==> src/dtc_regs.svh <==
// Timing constants and encodings for the dual channel torque cutoff supervisor
// Assumes a 40 MHz clock on clk
`ifndef DTC_REGS_SVH
`define DTC_REGS_SVH
`define DTC_CLK_HZ 40000000
`define DTC_FILTER_US 500
`define DTC_FILTER_CYC (`DTC_FILTER_US * (`DTC_CLK_HZ / 1000000))
`define DTC_OFF_MAX_MS 8
`define DTC_OFF_MAX_CYC (`DTC_OFF_MAX_MS * (`DTC_CLK_HZ / 1000))
`define DTC_MISMATCH_S 10
`define DTC_MISMATCH_CYC (`DTC_MISMATCH_S * `DTC_CLK_HZ)
`define DTC_CW_SHUTDOWN 4'h6
`define DTC_CW_ENABLE 4'hf
`define DTC_CW_MASK 4'h7
`define DTC_CW_MASK_EN 4'hf
`endif

==> src/dtc_pkg.sv <==
// Types for the dual channel torque cutoff supervisor
// No timing or offsets here; those live in dtc_regs.svh
package dtc_pkg;
	typedef enum logic [1:0] {
		DTC_CUTOFF,
		DTC_IDLE,
		DTC_RUN
	} dtc_state_t;
endpackage

==> src/dtc_cutoff.sv <==
// Dual channel hardwired torque cutoff supervisor, one clock, plain ports
// Safety inputs are high while current flows; inputs synchronous to clk
// Expects the host controlword, utility flag and power status as plain levels
// Motor power, brake and ready outputs are registered, one cycle behind state
`include "dtc_regs.svh"
`timescale 1ns/1ps
`default_nettype none
module dtc_cutoff #(
	parameter int unsigned MISMATCH_CYC = `DTC_MISMATCH_CYC, // Shorten for simulation
	parameter int unsigned OFF_MAX_CYC = `DTC_OFF_MAX_CYC // Response bound, checked only
) (
	input wire logic clk,
	input wire logic rst_b,
	input wire logic safety_request_a, // High when current flows
	input wire logic safety_request_b,
	input wire logic [3:0] controlword_cmd, // Controlword bits 3..0
	input wire logic main_power_on,
	input wire logic utility_active, // Any self-enabling utility running
	input wire logic drive_fault, // Other drive faults
	input wire logic alarm_clear,
	input wire logic [3:0] stop_method_setting,
	input wire logic brake_hold_req, // Normal brake sequencing from the servo logic
	output logic motor_power_en,
	output logic [3:0] stop_mode_out,
	output logic drive_ready_out,
	output logic brake_release_out,
	output logic fault_out,
	output logic feedback_monitor_out,
	output logic channel_mismatch_alarm,
	output logic mon_request_a,
	output logic mon_request_b,
	output logic cutoff_active
);
	localparam logic [15:0] FILT_CYC = 16'(`DTC_FILTER_CYC); // 0.5 ms in cycles
	localparam logic [31:0] MIS_CYC = 32'(MISMATCH_CYC);

	// Passes an OFF only once it outlasts the filter interval
	function automatic logic filt_next(input logic raw, input logic cur, input logic [15:0] cnt);
		filt_next = raw ? 1'b1 : ((cnt >= FILT_CYC) ? 1'b0 : cur);
	endfunction

	logic fa_r, fb_r; // Filtered channel levels
	logic [15:0] ca_r, cb_r; // OFF run-length counters
	logic [31:0] mis_cnt_r;
	logic mis_r;
	logic shut_seen_r; // Shutdown seen since the cutoff hit
	logic util_block_r; // Utility must be left before restart
	dtc_pkg::dtc_state_t state_r;
	logic both_on, both_off, cw_shut, cw_en;

	assign both_on = fa_r & fb_r;
	assign both_off = ~fa_r & ~fb_r;
	assign cw_shut = (controlword_cmd & `DTC_CW_MASK) == `DTC_CW_SHUTDOWN;
	assign cw_en = (controlword_cmd & `DTC_CW_MASK_EN) == `DTC_CW_ENABLE;

	// OFF pulse filters; an ON level passes through at once, the safe direction being OFF
	always_ff @(posedge clk or negedge rst_b) begin
		if (!rst_b) begin
			fa_r <= 1'b0;
			fb_r <= 1'b0;
			ca_r <= 16'h0000;
			cb_r <= 16'h0000;
		end else begin
			ca_r <= safety_request_a ? 16'h0000 : ((ca_r >= FILT_CYC) ? ca_r : ca_r + 16'h0001);
			cb_r <= safety_request_b ? 16'h0000 : ((cb_r >= FILT_CYC) ? cb_r : cb_r + 16'h0001);
			fa_r <= filt_next(safety_request_a, fa_r, ca_r);
			fb_r <= filt_next(safety_request_b, fb_r, cb_r);
		end
	end

	// Channel disagreement timer and latched alarm; the set wins over a clear
	always_ff @(posedge clk or negedge rst_b) begin
		if (!rst_b) begin
			mis_cnt_r <= 32'h0000_0000;
			mis_r <= 1'b0;
		end else begin
			mis_cnt_r <= (fa_r ^ fb_r) ? ((mis_cnt_r >= MIS_CYC) ? mis_cnt_r : mis_cnt_r + 32'h1) : 32'h0;
			if ((fa_r ^ fb_r) && mis_cnt_r >= MIS_CYC) begin
				mis_r <= 1'b1;
			end else if (alarm_clear && !(fa_r ^ fb_r)) begin
				mis_r <= 1'b0;
			end
		end
	end

	// Recovery qualifiers: shutdown seen, utility ended and entered anew
	always_ff @(posedge clk or negedge rst_b) begin
		if (!rst_b) begin
			shut_seen_r <= 1'b0;
			util_block_r <= 1'b0;
		end else begin
			if (state_r == dtc_pkg::DTC_CUTOFF && !both_on) begin
				shut_seen_r <= 1'b0;
			end else if (cw_shut) begin
				shut_seen_r <= 1'b1;
			end
			if (state_r == dtc_pkg::DTC_RUN && !both_on && utility_active) begin
				util_block_r <= 1'b1;
			end else if (!utility_active) begin
				util_block_r <= 1'b0;
			end
		end
	end

	// Main sequence: cutoff, torque-off idle, powered run
	always_ff @(posedge clk or negedge rst_b) begin
		if (!rst_b) begin
			state_r <= dtc_pkg::DTC_CUTOFF;
		end else begin
			unique case (state_r)
				dtc_pkg::DTC_CUTOFF: begin
					// A pending enable holds the cutoff; leaving needs no enable held
					if (both_on && !mis_r && !cw_en && !utility_active
						&& (main_power_on || shut_seen_r)) begin
						state_r <= dtc_pkg::DTC_IDLE;
					end
				end
				dtc_pkg::DTC_IDLE: begin
					if (!both_on || mis_r) begin
						state_r <= dtc_pkg::DTC_CUTOFF;
					end else if (!main_power_on && !shut_seen_r) begin
						state_r <= dtc_pkg::DTC_CUTOFF;
					end else if ((cw_en && shut_seen_r) || (utility_active && !util_block_r)) begin
						state_r <= dtc_pkg::DTC_RUN;
					end
				end
				dtc_pkg::DTC_RUN: begin
					if (!both_on || mis_r) begin
						state_r <= dtc_pkg::DTC_CUTOFF;
					end else if (cw_shut) begin
						state_r <= dtc_pkg::DTC_IDLE;
					end
				end
			endcase
		end
	end

	// Registered outputs; power drops in the cycle after the filtered OFF
	always_ff @(posedge clk or negedge rst_b) begin
		if (!rst_b) begin
			motor_power_en <= 1'b0;
			stop_mode_out <= 4'h0;
			drive_ready_out <= 1'b0;
			brake_release_out <= 1'b0;
			fault_out <= 1'b0;
			feedback_monitor_out <= 1'b0;
			channel_mismatch_alarm <= 1'b0;
			mon_request_a <= 1'b0;
			mon_request_b <= 1'b0;
			cutoff_active <= 1'b1;
		end else begin
			motor_power_en <= state_r == dtc_pkg::DTC_RUN && both_on && !mis_r;
			stop_mode_out <= stop_method_setting;
			drive_ready_out <= state_r == dtc_pkg::DTC_IDLE && both_on;
			// Brake delay is bypassed by dropping straight on cutoff
			brake_release_out <= state_r == dtc_pkg::DTC_RUN && both_on && !brake_hold_req;
			fault_out <= (drive_fault || mis_r) && state_r != dtc_pkg::DTC_CUTOFF;
			feedback_monitor_out <= both_off;
			channel_mismatch_alarm <= mis_r;
			mon_request_a <= fa_r;
			mon_request_b <= fb_r;
			cutoff_active <= state_r == dtc_pkg::DTC_CUTOFF;
		end
	end

	// Checks
	// Properties look at internal state, registered outputs and module inputs
	// Where an output is compared with an earlier value, the attempt starts
	// one edge after reset, except in a_mon_follow, so that the reset values
	// are never compared with a pre-release sample

	// Run length of both raw inputs OFF, used only by the response-time check
	// A counter is used because the bound is far beyond a delay range
	logic [31:0] off_run_r;
	always_ff @(posedge clk or negedge rst_b) begin
		if (!rst_b) begin
			off_run_r <= 32'h0000_0000;
		end else if (safety_request_a || safety_request_b) begin
			// Any current flowing restarts the measurement
			off_run_r <= 32'h0000_0000;
		end else if (off_run_r < OFF_MAX_CYC) begin
			// Saturates at the bound so it cannot wrap
			off_run_r <= off_run_r + 32'h0000_0001;
		end
	end
	a_power_off_bound: assert property (@(posedge clk) disable iff (!rst_b)
		off_run_r >= OFF_MAX_CYC |-> !motor_power_en)
		else $error("motor power not removed");
	// Power only follows a run state
	a_power_run_only: assert property (@(posedge clk) disable iff (!rst_b)
		motor_power_en |-> $past(state_r) == dtc_pkg::DTC_RUN)
		else $error("power outside run");
	// Ready stays low while the cutoff holds
	a_ready_refuse: assert property (@(posedge clk) disable iff (!rst_b)
		$past(state_r) == dtc_pkg::DTC_CUTOFF |-> !drive_ready_out)
		else $error("ready in cutoff");
	// Brake release only in run and when the servo logic allows it
	a_brake_run_only: assert property (@(posedge clk) disable iff (!rst_b)
		brake_release_out |-> $past(state_r) == dtc_pkg::DTC_RUN && !$past(brake_hold_req))
		else $error("brake released outside run");
	// Stop mode is a straight registered copy of the setting
	a_stop_copy: assert property (@(posedge clk) disable iff (!rst_b)
		1'b1 |=> stop_mode_out == $past(stop_method_setting))
		else $error("stop mode not copied");
	// Timer expiry with channels apart must latch the alarm
	a_mis_set: assert property (@(posedge clk) disable iff (!rst_b)
		(fa_r ^ fb_r) && mis_cnt_r >= MIS_CYC |=> mis_r)
		else $error("mismatch not raised");
	// Cutoff is kept unless both channels are on with no enable, utility or alarm
	a_recover_gate: assert property (@(posedge clk) disable iff (!rst_b)
		state_r == dtc_pkg::DTC_CUTOFF && !(both_on && !cw_en && !utility_active && !mis_r)
		|=> state_r == dtc_pkg::DTC_CUTOFF)
		else $error("left cutoff early");
	// Without main power a shutdown is needed to leave cutoff
	a_main_power_hold: assert property (@(posedge clk) disable iff (!rst_b)
		state_r == dtc_pkg::DTC_CUTOFF && !main_power_on && !shut_seen_r
		|=> state_r == dtc_pkg::DTC_CUTOFF)
		else $error("left cutoff without shutdown");
	// Enable alone cannot start the motor before a shutdown
	a_enable_needs_shut: assert property (@(posedge clk) disable iff (!rst_b)
		state_r == dtc_pkg::DTC_IDLE && !utility_active && !shut_seen_r
		|=> state_r != dtc_pkg::DTC_RUN)
		else $error("run without shutdown");
	// A blocked utility cannot restart the motor by itself
	a_util_block: assert property (@(posedge clk) disable iff (!rst_b)
		state_r == dtc_pkg::DTC_IDLE && util_block_r && !(cw_en && shut_seen_r)
		|=> state_r != dtc_pkg::DTC_RUN)
		else $error("utility restarted");
	// Loss of either filtered channel forces cutoff
	a_cutoff_entry: assert property (@(posedge clk) disable iff (!rst_b)
		state_r != dtc_pkg::DTC_CUTOFF && !both_on |=> state_r == dtc_pkg::DTC_CUTOFF)
		else $error("cutoff not entered");
	// Channel a status display follows its filter
	a_mon_a_follow: assert property (@(posedge clk) disable iff (!rst_b)
		1'b1 |=> mon_request_a == $past(fa_r))
		else $error("monitor a stale");
	// A latched alarm keeps the motor unpowered
	a_mis_no_power: assert property (@(posedge clk) disable iff (!rst_b)
		mis_r |=> !motor_power_en)
		else $error("power with alarm");
	a_ready_cond: assert property (@(posedge clk) disable iff (!rst_b)
		drive_ready_out |-> $past(state_r) == dtc_pkg::DTC_IDLE && $past(both_on))
		else $error("ready without idle");
	a_fault_quiet: assert property (@(posedge clk) disable iff (!rst_b)
		$past(state_r) == dtc_pkg::DTC_CUTOFF |-> !fault_out)
		else $error("fault in cutoff");
	a_edm_map: assert property (@(posedge clk) disable iff (!rst_b)
		1'b1 |=> feedback_monitor_out == $past(both_off))
		else $error("feedback monitor mismatch");
	a_brake_drop: assert property (@(posedge clk) disable iff (!rst_b)
		$fell(both_on) |=> !brake_release_out)
		else $error("brake not dropped");
	a_filter_short: assert property (@(posedge clk) disable iff (!rst_b)
		$rose(safety_request_a) && ca_r < FILT_CYC && fa_r |-> ##1 fa_r)
		else $error("short pulse seen");
	a_alarm_hold: assert property (@(posedge clk) disable iff (!rst_b)
		mis_r && !alarm_clear |=> mis_r)
		else $error("alarm dropped");
	a_cutoff_enable: assert property (@(posedge clk) disable iff (!rst_b)
		state_r == dtc_pkg::DTC_CUTOFF |=> state_r != dtc_pkg::DTC_RUN)
		else $error("run from cutoff");
	a_mon_follow: assert property (@(posedge clk) disable iff (!rst_b)
		mon_request_b == $past(fb_r))
		else $error("monitor stale");
	c_run: cover property (@(posedge clk) disable iff (!rst_b) $rose(motor_power_en));
	c_cutoff: cover property (@(posedge clk) disable iff (!rst_b) $fell(motor_power_en));
	c_mismatch: cover property (@(posedge clk) disable iff (!rst_b) $rose(channel_mismatch_alarm));
	c_ready: cover property (@(posedge clk) disable iff (!rst_b) $rose(drive_ready_out));
	// Utility start from idle, the host-free path
	c_utility_run: cover property (@(posedge clk) disable iff (!rst_b)
		state_r == dtc_pkg::DTC_IDLE && utility_active ##1 state_r == dtc_pkg::DTC_RUN);
endmodule
`default_nettype wire

==> config.mk <==
export PLATFORM = sky130hd
export DESIGN_NAME = dtc_cutoff
export DESIGN_NICKNAME = d
export VERILOG_FILES = /design/src/dtc_pkg.sv /design/src/dtc_cutoff.sv
export VERILOG_INCLUDE_DIRS = /design/src /design/src/src
export SDC_FILE = /design/constraint.sdc
export NUM_CORES = 1
export LEC_CHECK = 0
export BUFFER_PORTS_ARGS = -buffer_cell sky130_fd_sc_hd__buf_2
export CELL_PAD_IN_SITES_DETAIL_PLACEMENT = 1
export CELL_PAD_IN_SITES_GLOBAL_PLACEMENT = 1
export CORE_ASPECT_RATIO = 1.2
export CORE_MARGIN = 10
export CORE_UTILIZATION = 40
export DETAILED_ROUTE_END_ITERATION = 8
export PLACE_DENSITY = 0.79
export SLEW_MARGIN = 20
export SYNTH_ARGS = -nofsm -noshare
export SYNTH_HDL_FRONTEND = slang
export SYNTH_SLANG_ARGS = --single-unit
==> constraint.sdc <==
create_clock -name clk -period 2.8 [get_ports clk]
set_input_delay 0.28 -clock clk [delete_from_list [all_inputs] [get_ports clk]]
set_output_delay 0.28 -clock clk [all_outputs]
set_load 0.01 [all_outputs]
==> results of run 1 <==
-- power by group --
group,internal [uW],total (uW),leakage [uW],switching (uW)
sequential,1270,1290,0.00112,22.7
clock,804,1260,0.000153,456
combinational,92.2,241,0.000685,149
-- flip-flops by register name, indices dropped and copies added (netlist names) --
name and count:
mon_request_a 1, shut_seen_r 1, ca_r 16, mon_request_b 1, channel_mismatch_alarm 1, state_r 2
cb_r 16, feedback_monitor_out 1, fault_out 1, mis_r 1, util_block_r 1, brake_release_out 1
fb_r 1, mis_cnt_r 32, drive_ready_out 1, motor_power_en 1, fa_r 1, cutoff_active 1
stop_mode_out 4
-- through the flow --
stage               total power, uW  util [%]  setup WS, ns  instance area, sq um  cells
finish                         2791     47.48        0.5202                  4776    588
global route                   2925     47.48        0.3726                  4776    588
CTS                            2832     47.44        0.5007                  4772    588
detailed placement             1557     44.27        0.5302                  4453    572
global placement               1543     44.27        0.6283                  4453    572
floorplan                      1452         -        0.8395                  4151    426
-- cells in the final DEF, fill, tap and decap left out, types with 5 or more instances in the layout --
cell type	n
sky130_fd_sc_hd__nor2b_1	6
sky130_fd_sc_hd__o21ai_0	18
sky130_fd_sc_hd__nand3_1	23
sky130_fd_sc_hd__nand2_1	28
sky130_fd_sc_hd__buf_4	5
sky130_fd_sc_hd__a21oi_1	26
sky130_fd_sc_hd__inv_1	24
sky130_fd_sc_hd__xnor2_1	21
sky130_fd_sc_hd__mux2i_1	9
sky130_fd_sc_hd__ha_1	11
sky130_fd_sc_hd__clkbuf_16	9
sky130_fd_sc_hd__dfrtp_1	83
sky130_fd_sc_hd__buf_2	28
sky130_fd_sc_hd__or3_1	16
sky130_fd_sc_hd__and3_1	5
sky130_fd_sc_hd__a211oi_1	10
sky130_fd_sc_hd__or4_1	8
sky130_fd_sc_hd__nor3_1	7
sky130_fd_sc_hd__o31ai_1	7
sky130_fd_sc_hd__nor2_1	48
sky130_fd_sc_hd__xor2_1	6
sky130_fd_sc_hd__nand4_1	11
sky130_fd_sc_hd__and4_1	6
-- layout make-up --
class	count	area share (%)
clock buffer	12	5.161
clock inverter	4	1.520
inverter	24	1.886
multi-input combinational	303	39.72
sequential	84	44.04
tap	126	3.301
timing repair buffer	35	4.375
-- path summary, 6_finish.rpt --
check / slack (ns) / end / cells past startpoint / start
worst max-delay path: 0.52 / mis_cnt_r[18]$_DFFE_PN0P_ / 6 / mis_cnt_r[27]$_DFFE_PN0P_
worst min-delay path: -0.02 / mis_cnt_r[30]$_DFFE_PN0P_ / 1 / rst_b
worst max register to register: 0.52 / mis_cnt_r[18]$_DFFE_PN0P_ / 6 / mis_cnt_r[27]$_DFFE_PN0P_
worst min register to register: 0.44 / mon_request_a$_DFF_PN0_ / 0 / fa_r$_DFFE_PN0P_
max in group asynchronous: 2.27 / cb_r[9]$_DFFE_PN0P_ / 1 / rst_b
min in group clk: 0.05 / stop_mode_out[2]$_DFF_PN0_ / 1 / stop_method_setting[2]
-- worst max-delay path, delay by kind of cell (launching register included) --
kind / cells / cell delay (ns)
AO/OA/AOI/OAI: 3 / 0.81
buffers and inverters: 1 / 0.20
flip-flops: 1 / 0.41
AND/OR/NAND/NOR: 2 / 0.78
-- kinds of logic (layout without fill, tap and decap cells) --
logic type,count (synthesis),count (layout)
and+or+nand+nor,180,180
DFF,84,84
AOI/OAI and AO/OA,76,76
buffers and inverters,39,75
xor gates and xnor gates,27,27
adders and majority gates,11,11
muxes,9,9
-- layer usage --
layer	vias to the layer above	track usage, %	wire length (um)
met5	-	0	0
met1	1685	15.30	3986
met4	0	4.661	114
li1	1570	-	-
met3	9	3.051	278
met2	29	23.66	5310
==> metrics list, run 1 <==
- Flop and latch count out of synthesis: 84
- Setup crit end kind: register
- Count of unique library cells instantiated by Yosys: 43
- Most used DFF post-synth: sky130_fd_sc_hd__dfrtp_1
* Final setup fails: 0
- During synthesis, Yosys emitted a total of 0 warnings.
- Fraction of post-synthesis cell area in the top cell type by area: 50.03%
* Type of the setup path with the least slack: register to register
- I/O pin count: 30
- First-pass GRT wire length: 16.88 mm
- Power density over the cells: 584.4 nW/um^2
- Cell accounting for the most synthesized area: sky130_fd_sc_hd__dfrtp_1
* XOR/XNOR share of the synthesized area: 5.696%
- 0 antenna diodes ended up in the layout.
- Cell breakdown of the critical path: a2111o_1 -> nor3b_1 -> a21oi_2 -> buf_12 -> or4b_1 -> a21oi_1
* Final-report max-slew violation count: 0
* Setup repair after global routing missed its margin: false
- Maximum capacitance violations: 0
- Longest individual stage delay on the worst path: 0.52 ns
- Gates resized during post-CTS repair numbered 0.
- Count of filler cells inserted in the layout: 1146
- Multiplexer share of the synthesized area: 2.170%
* Post-synth top cells: sky130_fd_sc_hd__dfrtp_1 (83), sky130_fd_sc_hd__nor2_1 (48), sky130_fd_sc_hd__nand2_1 (28)
* Via count of the first global-routing pass: 3537
- After synthesis, the largest family of logic cells by area is simple AND/OR/NAND/NOR gates.
- The tree built by TritonCTS fans out to 84 sinks.
* Area of the core: 10060 sq um
- Counting every net in the synthesized netlist gives 454.
* Vias post-DR: 3293
- Multi-input gate area: 1897 sq um
- Dividing the final minimum period by the clock period gives 81.42%.
* Largest net degree at the start of global routing: 85
- Setup bufs post-CTS: 0
* Post-synthesis adder-cell area fraction: 3.315%
* Number of routed nets with antenna violations: 0
- CTS Buffer Depth: 2
- The initial antenna violation count was 0.
* Largest cells by area after synthesis: sky130_fd_sc_hd__dfrtp_1 (50%), sky130_fd_sc_hd__xnor2_1 (4.4%), sky130_fd_sc_hd__nor2_1 (4.3%), sky130_fd_sc_hd__ha_1 (3.3%), sky130_fd_sc_hd__a21oi_1 (3.1%)
- Sum of negative setup slack: 0 ns
- Clock-pin slew was measured on the worst setup and hold paths at 0.06 ns.
- TritonCTS buffer count: 9
- Sum of overflow across all layers after global routing: 0
- The final hold violation count is 13.
- Sequential element share of the synthesized area: 50.66%
- Die Y: 131.6 um
- Of the total synthesized cell area, the portion taken by AND, OR, NAND and NOR gates is 23.12%.
* Achievable Freq: 438.6 MHz
- Leakage power summed over all cells: 0.001960 uW
- Root buffer cell: sky130_fd_sc_hd__clkbuf_16
- Most repeated cell in the gate-level netlist after synthesis: sky130_fd_sc_hd__dfrtp_1
- Post-Synthesis Cells: 426
* Kind of launch point of the worst setup path: register
- Data on the critical path arrives at its endpoint at 2.54 ns.
* Worst max-slew margin expressed relative to the limit: 48.40%
* CTS H-tree lvls: 3
* Share of cells above drive strength 1: 12.12%
* Area growth from synthesis to final layout: 15.04%
- Violations in the final reports: hold timing
* Average vias per placed instance: 5.600
* Port Buf Inserts: 29
- Number of enable flip-flop cells after synthesis: 0
- Worst path required time: 3.06 ns
- Global-route usage over all layers: 13.41%
- The worst path needs 2.280 ns of the cycle, external delays included.
- Class of the tightest hold or removal check: input port to async pin
- WL final: 9.689 mm
- Slowest library cell on the worst path: sky130_fd_sc_hd__or4b_1
- Summing the areas of all compound-gate instances in the mapped netlist gives 11.39% of the synthesized area.
- Mapped Avg Cell Area: 9.745 sq um
* Initial core utilization: 41.27%
- Count of nets after finishing: 485
* CP max FO: 38
* Overall die width: 113 um
- In the synthesized netlist the async set-or-reset flop fraction comes to 100.0%.
- The clock arrives with 0.006448 ns of skew.
- In the routed design, unresolved DRC markers number 0.
- Hold repair after CTS inserted 0 buffers.
- Result of the run: complete, but fails checks
* Number of DRC violations after detailed-routing iteration 0: 126
- Worst hold margin: -0.02435 ns
* Max IR drop VDD: 335.7 uV
- Count of standard-cell rows: 40
* Worst slew pin tran: 0.7741 ns
- In the final routed layout, each cell accounts on average for 16.48 um.
* FF+latch area: 2103 sq um
- Number of optimization iterations in the first detailed-route pass: 4
* Gpl congestion: 0.8010
- Die footprint: 14870 sq um
- Post-synthesis cell area: 4151 sq um
- TritonCTS clock tree: built
- At the later pin of the worst-skew pair, clock insertion delay measures 0.33 ns.
* DPL Wire Length: 6.894 mm
Note: power is estimated with default switching activity, not from simulation.
==> run 2: changes to the inputs <==
clock period = 2.4 ns   (was 2.8 ns; I/O delays follow)
==> metrics list, run 2 (synthesis gave the netlist of run 1 again) <==
- The run finished with clean final reports.
* Worst path required time: 2.66 ns (-0.40 ns)
* Overall die width: 113 um (unchanged)
- Quantity of gates resized following cts: 0 (unchanged)
- TritonCTS buffer count: 9 (unchanged)
- First-pass GRT wire length: 17.72 mm (+4.9%)
- The internal power of the cells was 2639 uW (+22%).
- Leaving out fill and tap cells, the most frequent cell in the layout is sky130_fd_sc_hd__dfrtp_1.
- CTS placed an instance of sky130_fd_sc_hd__clkbuf_16 at the clock tree root.
- The endpoint identified for the worst register-to-register timing path is mis_cnt_r[18]$_DFFE_PN0P_.
- The largest registers in the layout are mis_cnt_r x32, ca_r x16, cb_r x16.
* Flop2flop setup slack: 0.16 ns (-0.36 ns)
- The maximum level of the CTS H-tree is 3 (unchanged).
- The fraction of power consumed by the clock network was 47.0% (+1.9 points).
- Number of DRC violations after detailed-routing iteration 0: 94 (-25%)
* CTS clock-pin slew for the worst setup and hold paths: 0.06 ns (about the same)
- The power density normalized to cell area is 696.6 nW/um^2 (+19%).
- Count of standard-cell rows: 40 (unchanged)
* Part of the total power dissipated in combinational logic: 8.7% (about the same)
* Setup bufs post-CTS: 0 (unchanged)
* Worst max-slew margin expressed relative to the limit: 56.91% (+8.5 points)
- Area of the core: 10060 sq um (unchanged)
* CP max FO: 20 (-47%)
* Count of nets after finishing: 493 (+1.6%)
- Die Y: 131.6 um (unchanged)
- Achievable Freq: 446.5 MHz (+1.8%)
- Average vias per placed instance: 5.513 (-1.6%)
- Gpl congestion: 0.7986 (-0.30%)
* Vias post-DR: 3286 (-0.21%)
- The path with the worst hold slack has its endpoint at stop_mode_out[3]$_DFF_PN0_.
- The largest net degree at the start of global routing is 50 (-41%).
* Number of antenna diodes: 0 (unchanged)
* Sum of negative setup slack: 0 ns (unchanged)
- Detailed-route wire length per cell: 16.67 um (+1.2%)
- The switching component of the power was 758.2 uW (+21%).
* Sum of overflow across all layers after global routing: 0 (unchanged)
* TritonCTS clock tree: built
* Final-report max-slew violation count: 0 (unchanged)
- The tightest min-delay check is of the input port to register type.
- The switching share of power was 22.32% (-0.17 points).
- The minimum clock period is 2.240 ns (-0.04015 ns).
- Instance count after placement with tap cells included: 577 (+0.87%)
- Count of non-filler cells in the finished layout: 596 (+1.4%)
- The reported leakage power was 0.002012 uW (+2.7%).
- Worst slew pin tran: 0.6464 ns (-0.1277 ns)
- The die area came to 14870 sq um (unchanged).
- The count of antenna-violating nets left after detailed routing came to 0 (unchanged).
- The worst setup path is launched from a register.
* Hold buffers post-CTS: 3 (+3)
- Via count of the first global-routing pass: 3677 (+4.0%)
* Count of filler cells inserted in the layout: 1128 (-1.6%)
* Launch instance of the worst min-delay path: stop_method_setting[3]
- From synthesis to final layout, the design area changed by 17.48%.
- The effective utilization at floorplan is 41.27% (unchanged).
- The total number of clock tree sinks is 84 (unchanged).
- WL final: 9.934 mm (+2.5%)
* CTS Buffer Depth: 2 (unchanged)
- The register share of total power is 44.3% (-1.9 points).
- Counting instances, the worst hold path has a depth of 1.
- Setup repair after global routing left no endpoint under its margin.
* Share of cells above drive strength 1: 12.98% (+0.86 points)
- The initial antenna violation count was 0 (unchanged).
- Worst flop-to-flop path startpoint: mis_cnt_r[27]$_DFFE_PN0P_
- Arrival time worst endpoint: 2.50 ns (-0.04 ns)
* Setup crit end kind: register
- Part of the cycle the worst path needs: 93.32% (+12 points)
- The final-report setup violation count came to 0 (unchanged).
* Largest register FFs: 32 (unchanged)
- Worst-case clock skew: 0.006651 ns (+0.0002031 ns)
* DPL Wire Length: 7.007 mm (+1.6%)
* Clock latency reported for the late side of the worst-skew pair: 0.33 ns (about the same)
- Largest register by flop count: mis_cnt_r
* Commonest cells after routing, fill and taps aside: sky130_fd_sc_hd__dfrtp_1 (83), sky130_fd_sc_hd__nor2_1 (48), sky130_fd_sc_hd__nand2_1 (28), sky130_fd_sc_hd__buf_2 (28), sky130_fd_sc_hd__a21oi_1 (26)
- The detailed-routing iteration count for the pre-antenna-repair pass is 5 (+1).
- The number of buffers added on ports came to 29 (unchanged).
- The number of ports placed on the die boundary is 30 (unchanged).
* Logic depth of the worst register-to-register path: 6 (unchanged)
* Type of the setup path with the least slack: register to register
* Global-route usage over all layers: 13.96% (+0.55 points)
* Number of design rule violations left after detail routing: 0 (unchanged)
- The final hold violation count was 0 (-13).
- Max IR drop VDD: 385.4 uV (+15%)
- Maximum capacitance violations: 0 (unchanged)
run 2: cell types whose count changed in the layout (fill, tap and decap cells not counted):
cell,previous run,this run
sky130_fd_sc_hd__buf_6,1,0
sky130_fd_sc_hd__dlygate4sd3_1,0,3
sky130_fd_sc_hd__buf_12,1,2
sky130_fd_sc_hd__bufinv_16,2,3
sky130_fd_sc_hd__buf_4,5,10
sky130_fd_sc_hd__clkinv_2,1,0
run 2: stage by stage:
step	utilization (%)	setup slack [ns]	hold WS, ns	area [sq um]	power [uW]
after floorplan	-	0.4395	-0.05559	4151	1694
after global placement	44.76	0.2242	0.3001	4503	1805
after detailed placement	44.76	0.1898	0.3083	4503	1828
after CTS	48.48	0.1510	0.001126	4877	3441
after global routing	48.48	0.05446	0.001547	4877	3546
final	48.48	0.1603	0.007203	4877	3397
run 2: critical path: stages (launching register included):
cell and delay (ns):
sky130_fd_sc_hd__dfrtp_1 0.42, sky130_fd_sc_hd__a2111o_1 0.47, sky130_fd_sc_hd__nor3b_1 0.25, sky130_fd_sc_hd__a21oi_2 0.18
sky130_fd_sc_hd__buf_12 0.19, sky130_fd_sc_hd__or4b_1 0.50, sky130_fd_sc_hd__a21oi_1 0.16
run 2: routing by layer:
metal / routed length (um) / track usage (%)
met5: 0 / 0
met4: 136 / 4.944
met3: 242 / 2.550
met2: 5457 / 25.35
met1: 4098 / 15.65
run 2: power by group through the flow:
stage | Sequential (uW) | Clock, uW | Combinational [uW]
2_1_floorplan | 1540 | 0 | 150
3_3_place_gp | 1530 | 0 | 279
3_5_place_dp | 1530 | 0 | 298
4_1_cts | 1510 | 1630 | 306
5_1_grt | 1510 | 1700 | 338
6_report | 1510 | 1600 | 295
run 2: area by class of cell:
| cell class | count | area (sq um) | area share [%] |
|---|---|---|---|
| clock buffers | 12 | 246.5 | 5.054 |
| well taps | 126 | 157.7 | 3.232 |
| multi-input cells | 303 | 1897 | 38.89 |
| repair buffers | 43 | 285.3 | 5.849 |
| clock inverters | 4 | 97.59 | 2.001 |
| flip-flops and latches | 84 | 2103 | 43.12 |
| inverters | 24 | 90.09 | 1.847 |
run 2: worst max-delay path by stage:
stage	from	endpoint	slack [ns]	cells past startpoint
floorplan	mis_cnt_r[12]$_DFFE_PN0P_	mis_cnt_r[17]$_DFFE_PN0P_	0.44	7
global placement	mis_cnt_r[12]$_DFFE_PN0P_	mis_cnt_r[16]$_DFFE_PN0P_	0.22	6
detailed placement	mis_cnt_r[12]$_DFFE_PN0P_	mis_cnt_r[18]$_DFFE_PN0P_	0.19	6
CTS	mis_cnt_r[12]$_DFFE_PN0P_	mis_cnt_r[18]$_DFFE_PN0P_	0.15	6
global route	mis_cnt_r[12]$_DFFE_PN0P_	mis_cnt_r[18]$_DFFE_PN0P_	0.05	6
finish	mis_cnt_r[27]$_DFFE_PN0P_	mis_cnt_r[18]$_DFFE_PN0P_	0.16	6
==> run 3: changes to the inputs <==
RECOVER_POWER = 100   (was not set)
==> metrics list, run 3 (synthesis gave the netlist of run 1 again) <==
- Total power consumption of the routed design: 3380 uW (-0.51%)
* Average vias per placed instance: 5.497 (-0.30%)
- STA classifies the critical path startpoint as a register.
* Arrival time worst endpoint: 2.49 ns (about the same)
* Power density over the cells: 702.0 nW/um^2 (+0.78%)
- Largest registers: mis_cnt_r x32, ca_r x16, cb_r x16
* Worst-case clock skew: 0.005734 ns (-0.0009173 ns)
* Die footprint: 14870 sq um (unchanged)
* Die Y: 131.6 um (unchanged)
- TritonCTS clock tree: built
- Leakage power summed over all cells: 0.001947 uW (-3.2%)
- The count of cells along the worst register-to-register path was 6 (unchanged).
- CTS clock-pin slew for the worst setup and hold paths: 0.06 ns (about the same)
- Vias post-DR: 3276 (-0.30%)
- The critical path data required time came to 2.66 ns (about the same).
* Clock latency reported for the late side of the worst-skew pair: 0.33 ns (about the same)
- The minimum clock period was 2.237 ns (-0.002558 ns).
- The die outline width came to 113 um (unchanged).
- The worst hold path terminates at stop_mode_out[3]$_DFF_PN0_.
- The met3 wire length came to 238 um (-1.7%).
- The final-report setup violation count came to 0 (unchanged).
- The worst hold margin was 0.009121 ns (+0.001918 ns).
* Result of the run: complete, no violations
- The count of antenna-violating nets left after detailed routing was 0 (unchanged).
* Global-route usage over all layers: 13.96% (unchanged)
- WL final: 9.853 mm (-0.82%)
- The largest net degree at the start of global routing was 50 (unchanged).
- The remaining max-slew budget at the tightest pin is 18.75% (-38 points).
- The cell sitting at the root of the clock tree is a sky130_fd_sc_hd__clkbuf_16.
- First-pass GRT wire length: 17.72 mm (unchanged)
* Commonest cells after routing, fill and taps aside: sky130_fd_sc_hd__dfrtp_1 (83), sky130_fd_sc_hd__nor2_1 (48), sky130_fd_sc_hd__nand2_1 (28)
- Count of nets after finishing: 493 (unchanged)
* Achievable Freq: 447.0 MHz (+0.11%)
- The biggest fanout along the worst timing path was 20 (unchanged).
- The worst register-to-register path begins at mis_cnt_r[27]$_DFFE_PN0P_.
- The flip-flop count of the largest register after layout was 32 (unchanged).
* Quantity of gates resized following cts: 0 (unchanged)
- The setup TNS is 0 ns (unchanged).
- The final hold violation count was 0 (unchanged).
- Number of optimization iterations in the first detailed-route pass: 4 (-1)
- Launch point of the critical path: mis_cnt_r[27]$_DFFE_PN0P_
- Setup crit end kind: register
- The max-cap check violation count came to 0 (unchanged).
- The half-perimeter wire length of the detailed placement result was 7.007 mm (unchanged).
* Sum of overflow across all layers after global routing: 0 (unchanged)
- The path class of the tightest hold or removal check is input port to register.
* Wire length the detailed router placed on met1: 4.044 mm (-1.3%)
* CTS Sinks: 84 (unchanged)
- Gpl congestion: 0.7986 (unchanged)
* Launch instance of the worst min-delay path: stop_method_setting[3]
- Final-report max-slew violation count: 0 (unchanged)
- Area of the core: 10060 sq um (unchanged)
* Port Buf Inserts: 29 (unchanged)
* Critical register-to-register path endpoint: mis_cnt_r[18]$_DFFE_PN0P_
* Number of DRC violations after detailed-routing iteration 0: 85 (-9.6%)
- Most common library cell in the layout ignoring fill and taps: sky130_fd_sc_hd__dfrtp_1
* CTS Buffer Depth: 2 (unchanged)
* Antenna violations before repair: 0 (unchanged)
- The number of buffers inserted to repair setup after CTS was 0 (unchanged).
- Largest register by flop count: mis_cnt_r
- Setup repair after global routing missed its margin: false
* Routed wl met2: 5.439 mm (-0.33%)
* TritonCTS buffer count: 9 (unchanged)
- The highest ir drop seen on vdd is 382.6 uV (-0.72%).
* Count of standard-cell rows: 40 (unchanged)
- The via count of the first global-routing pass was 3677 (unchanged).
- The maximum level of the CTS H-tree is 3 (unchanged).
* Count of cells along the worst hold path: 1 (unchanged)
- The worst-margin pin slew was 1.219 ns (+0.5724 ns).
- After detailed routing, no signal wire sits above met4.
- The layout cell share with drive strength beyond 1 was 8.723% (-4.3 points).
- The effective utilization at floorplan was 41.27% (unchanged).
- Number of antenna diodes: 0 (unchanged)
- The area growth from synthesis to layout is 15.97%.
- Detailed-route wire length per cell: 16.53 um (-0.82%)
* I/O pin count: 30 (unchanged)
- The part of the cycle the worst path needs was 93.21% (-0.11 points).
- The worst setup path is of the register to register kind.
- The remaining design rule violation count came to 0 (unchanged).
* Flop2flop setup slack: 0.16 ns (about the same)
[run 3: cell count changes in the layout (fill, tap and decap cells not counted)]
| cell | delta |
|---|---|
| sky130_fd_sc_hd__and2_0 | +3 |
| sky130_fd_sc_hd__nor4_2 | -1 |
| sky130_fd_sc_hd__nor4_1 | +1 |
| sky130_fd_sc_hd__or4_1 | +1 |
| sky130_fd_sc_hd__buf_2 | -13 |
| sky130_fd_sc_hd__and2_1 | -3 |
| sky130_fd_sc_hd__clkbuf_1 | +18 |
| sky130_fd_sc_hd__or4_4 | -1 |
| sky130_fd_sc_hd__buf_12 | -1 |
| sky130_fd_sc_hd__clkbuf_2 | +2 |
| sky130_fd_sc_hd__buf_4 | -6 |
[run 3: critical path, stage by stage (launching register included)]
cell	delay [ns]
sky130_fd_sc_hd__dfrtp_1	0.42
sky130_fd_sc_hd__a2111o_1	0.47
sky130_fd_sc_hd__nor3b_1	0.25
sky130_fd_sc_hd__a21oi_2	0.18
sky130_fd_sc_hd__buf_12	0.19
sky130_fd_sc_hd__or4b_1	0.50
sky130_fd_sc_hd__a21oi_1	0.16
[run 3: how the worst max path moves through the flow]
stage | cells after the start | slack, ns | to
floorplan | 7 | 0.44 | mis_cnt_r[17]$_DFFE_PN0P_
global placement | 6 | 0.22 | mis_cnt_r[16]$_DFFE_PN0P_
detailed placement | 6 | 0.19 | mis_cnt_r[18]$_DFFE_PN0P_
CTS | 6 | 0.15 | mis_cnt_r[18]$_DFFE_PN0P_
global route | 6 | 0.05 | mis_cnt_r[18]$_DFFE_PN0P_
finish | 6 | 0.16 | mis_cnt_r[18]$_DFFE_PN0P_
[run 3: through the flow]
stage                     instance area [sq um]  setup slack (ns)  utilization [%]  instances
after floorplan                            4151            0.4395                -        426
after global placement                     4503            0.2242            44.76        577
after detailed placement                   4503            0.1898            44.76        577
after CTS                                  4877            0.1510            48.48        596
after global routing                       4815           0.05446            47.86        596
final                                      4815            0.1629            47.86        596
[run 3: report_power, final]
part / internal (uW) / switching, uW
logic: 101 / 179
clock network: 1050 / 548
registers: 1480 / 27.4
[run 3: layer usage]
layer / vias up / GRT usage, %
li1: 1579 / -
met1: 1658 / 15.65
met2: 29 / 25.35
met3: 10 / 2.550
met4: 0 / 4.944
met5: - / 0
[run 3: final cells by class]
type / count / area, sq um
inverter: 24 / 90.09
timing repair buffer: 43 / 232.7
multi-input combinational: 303 / 1887
fill: 1134 / 5245
clock buffer: 12 / 246.5
clock inverter: 4 / 97.59
tap: 126 / 157.7
sequential: 84 / 2103
[run 3: timing repair]
item / CTS / global route
hold buffers: 3 / 0
setup endpoints to repair: 0 / 0
endpoints found under the hold margin: 48 / 0
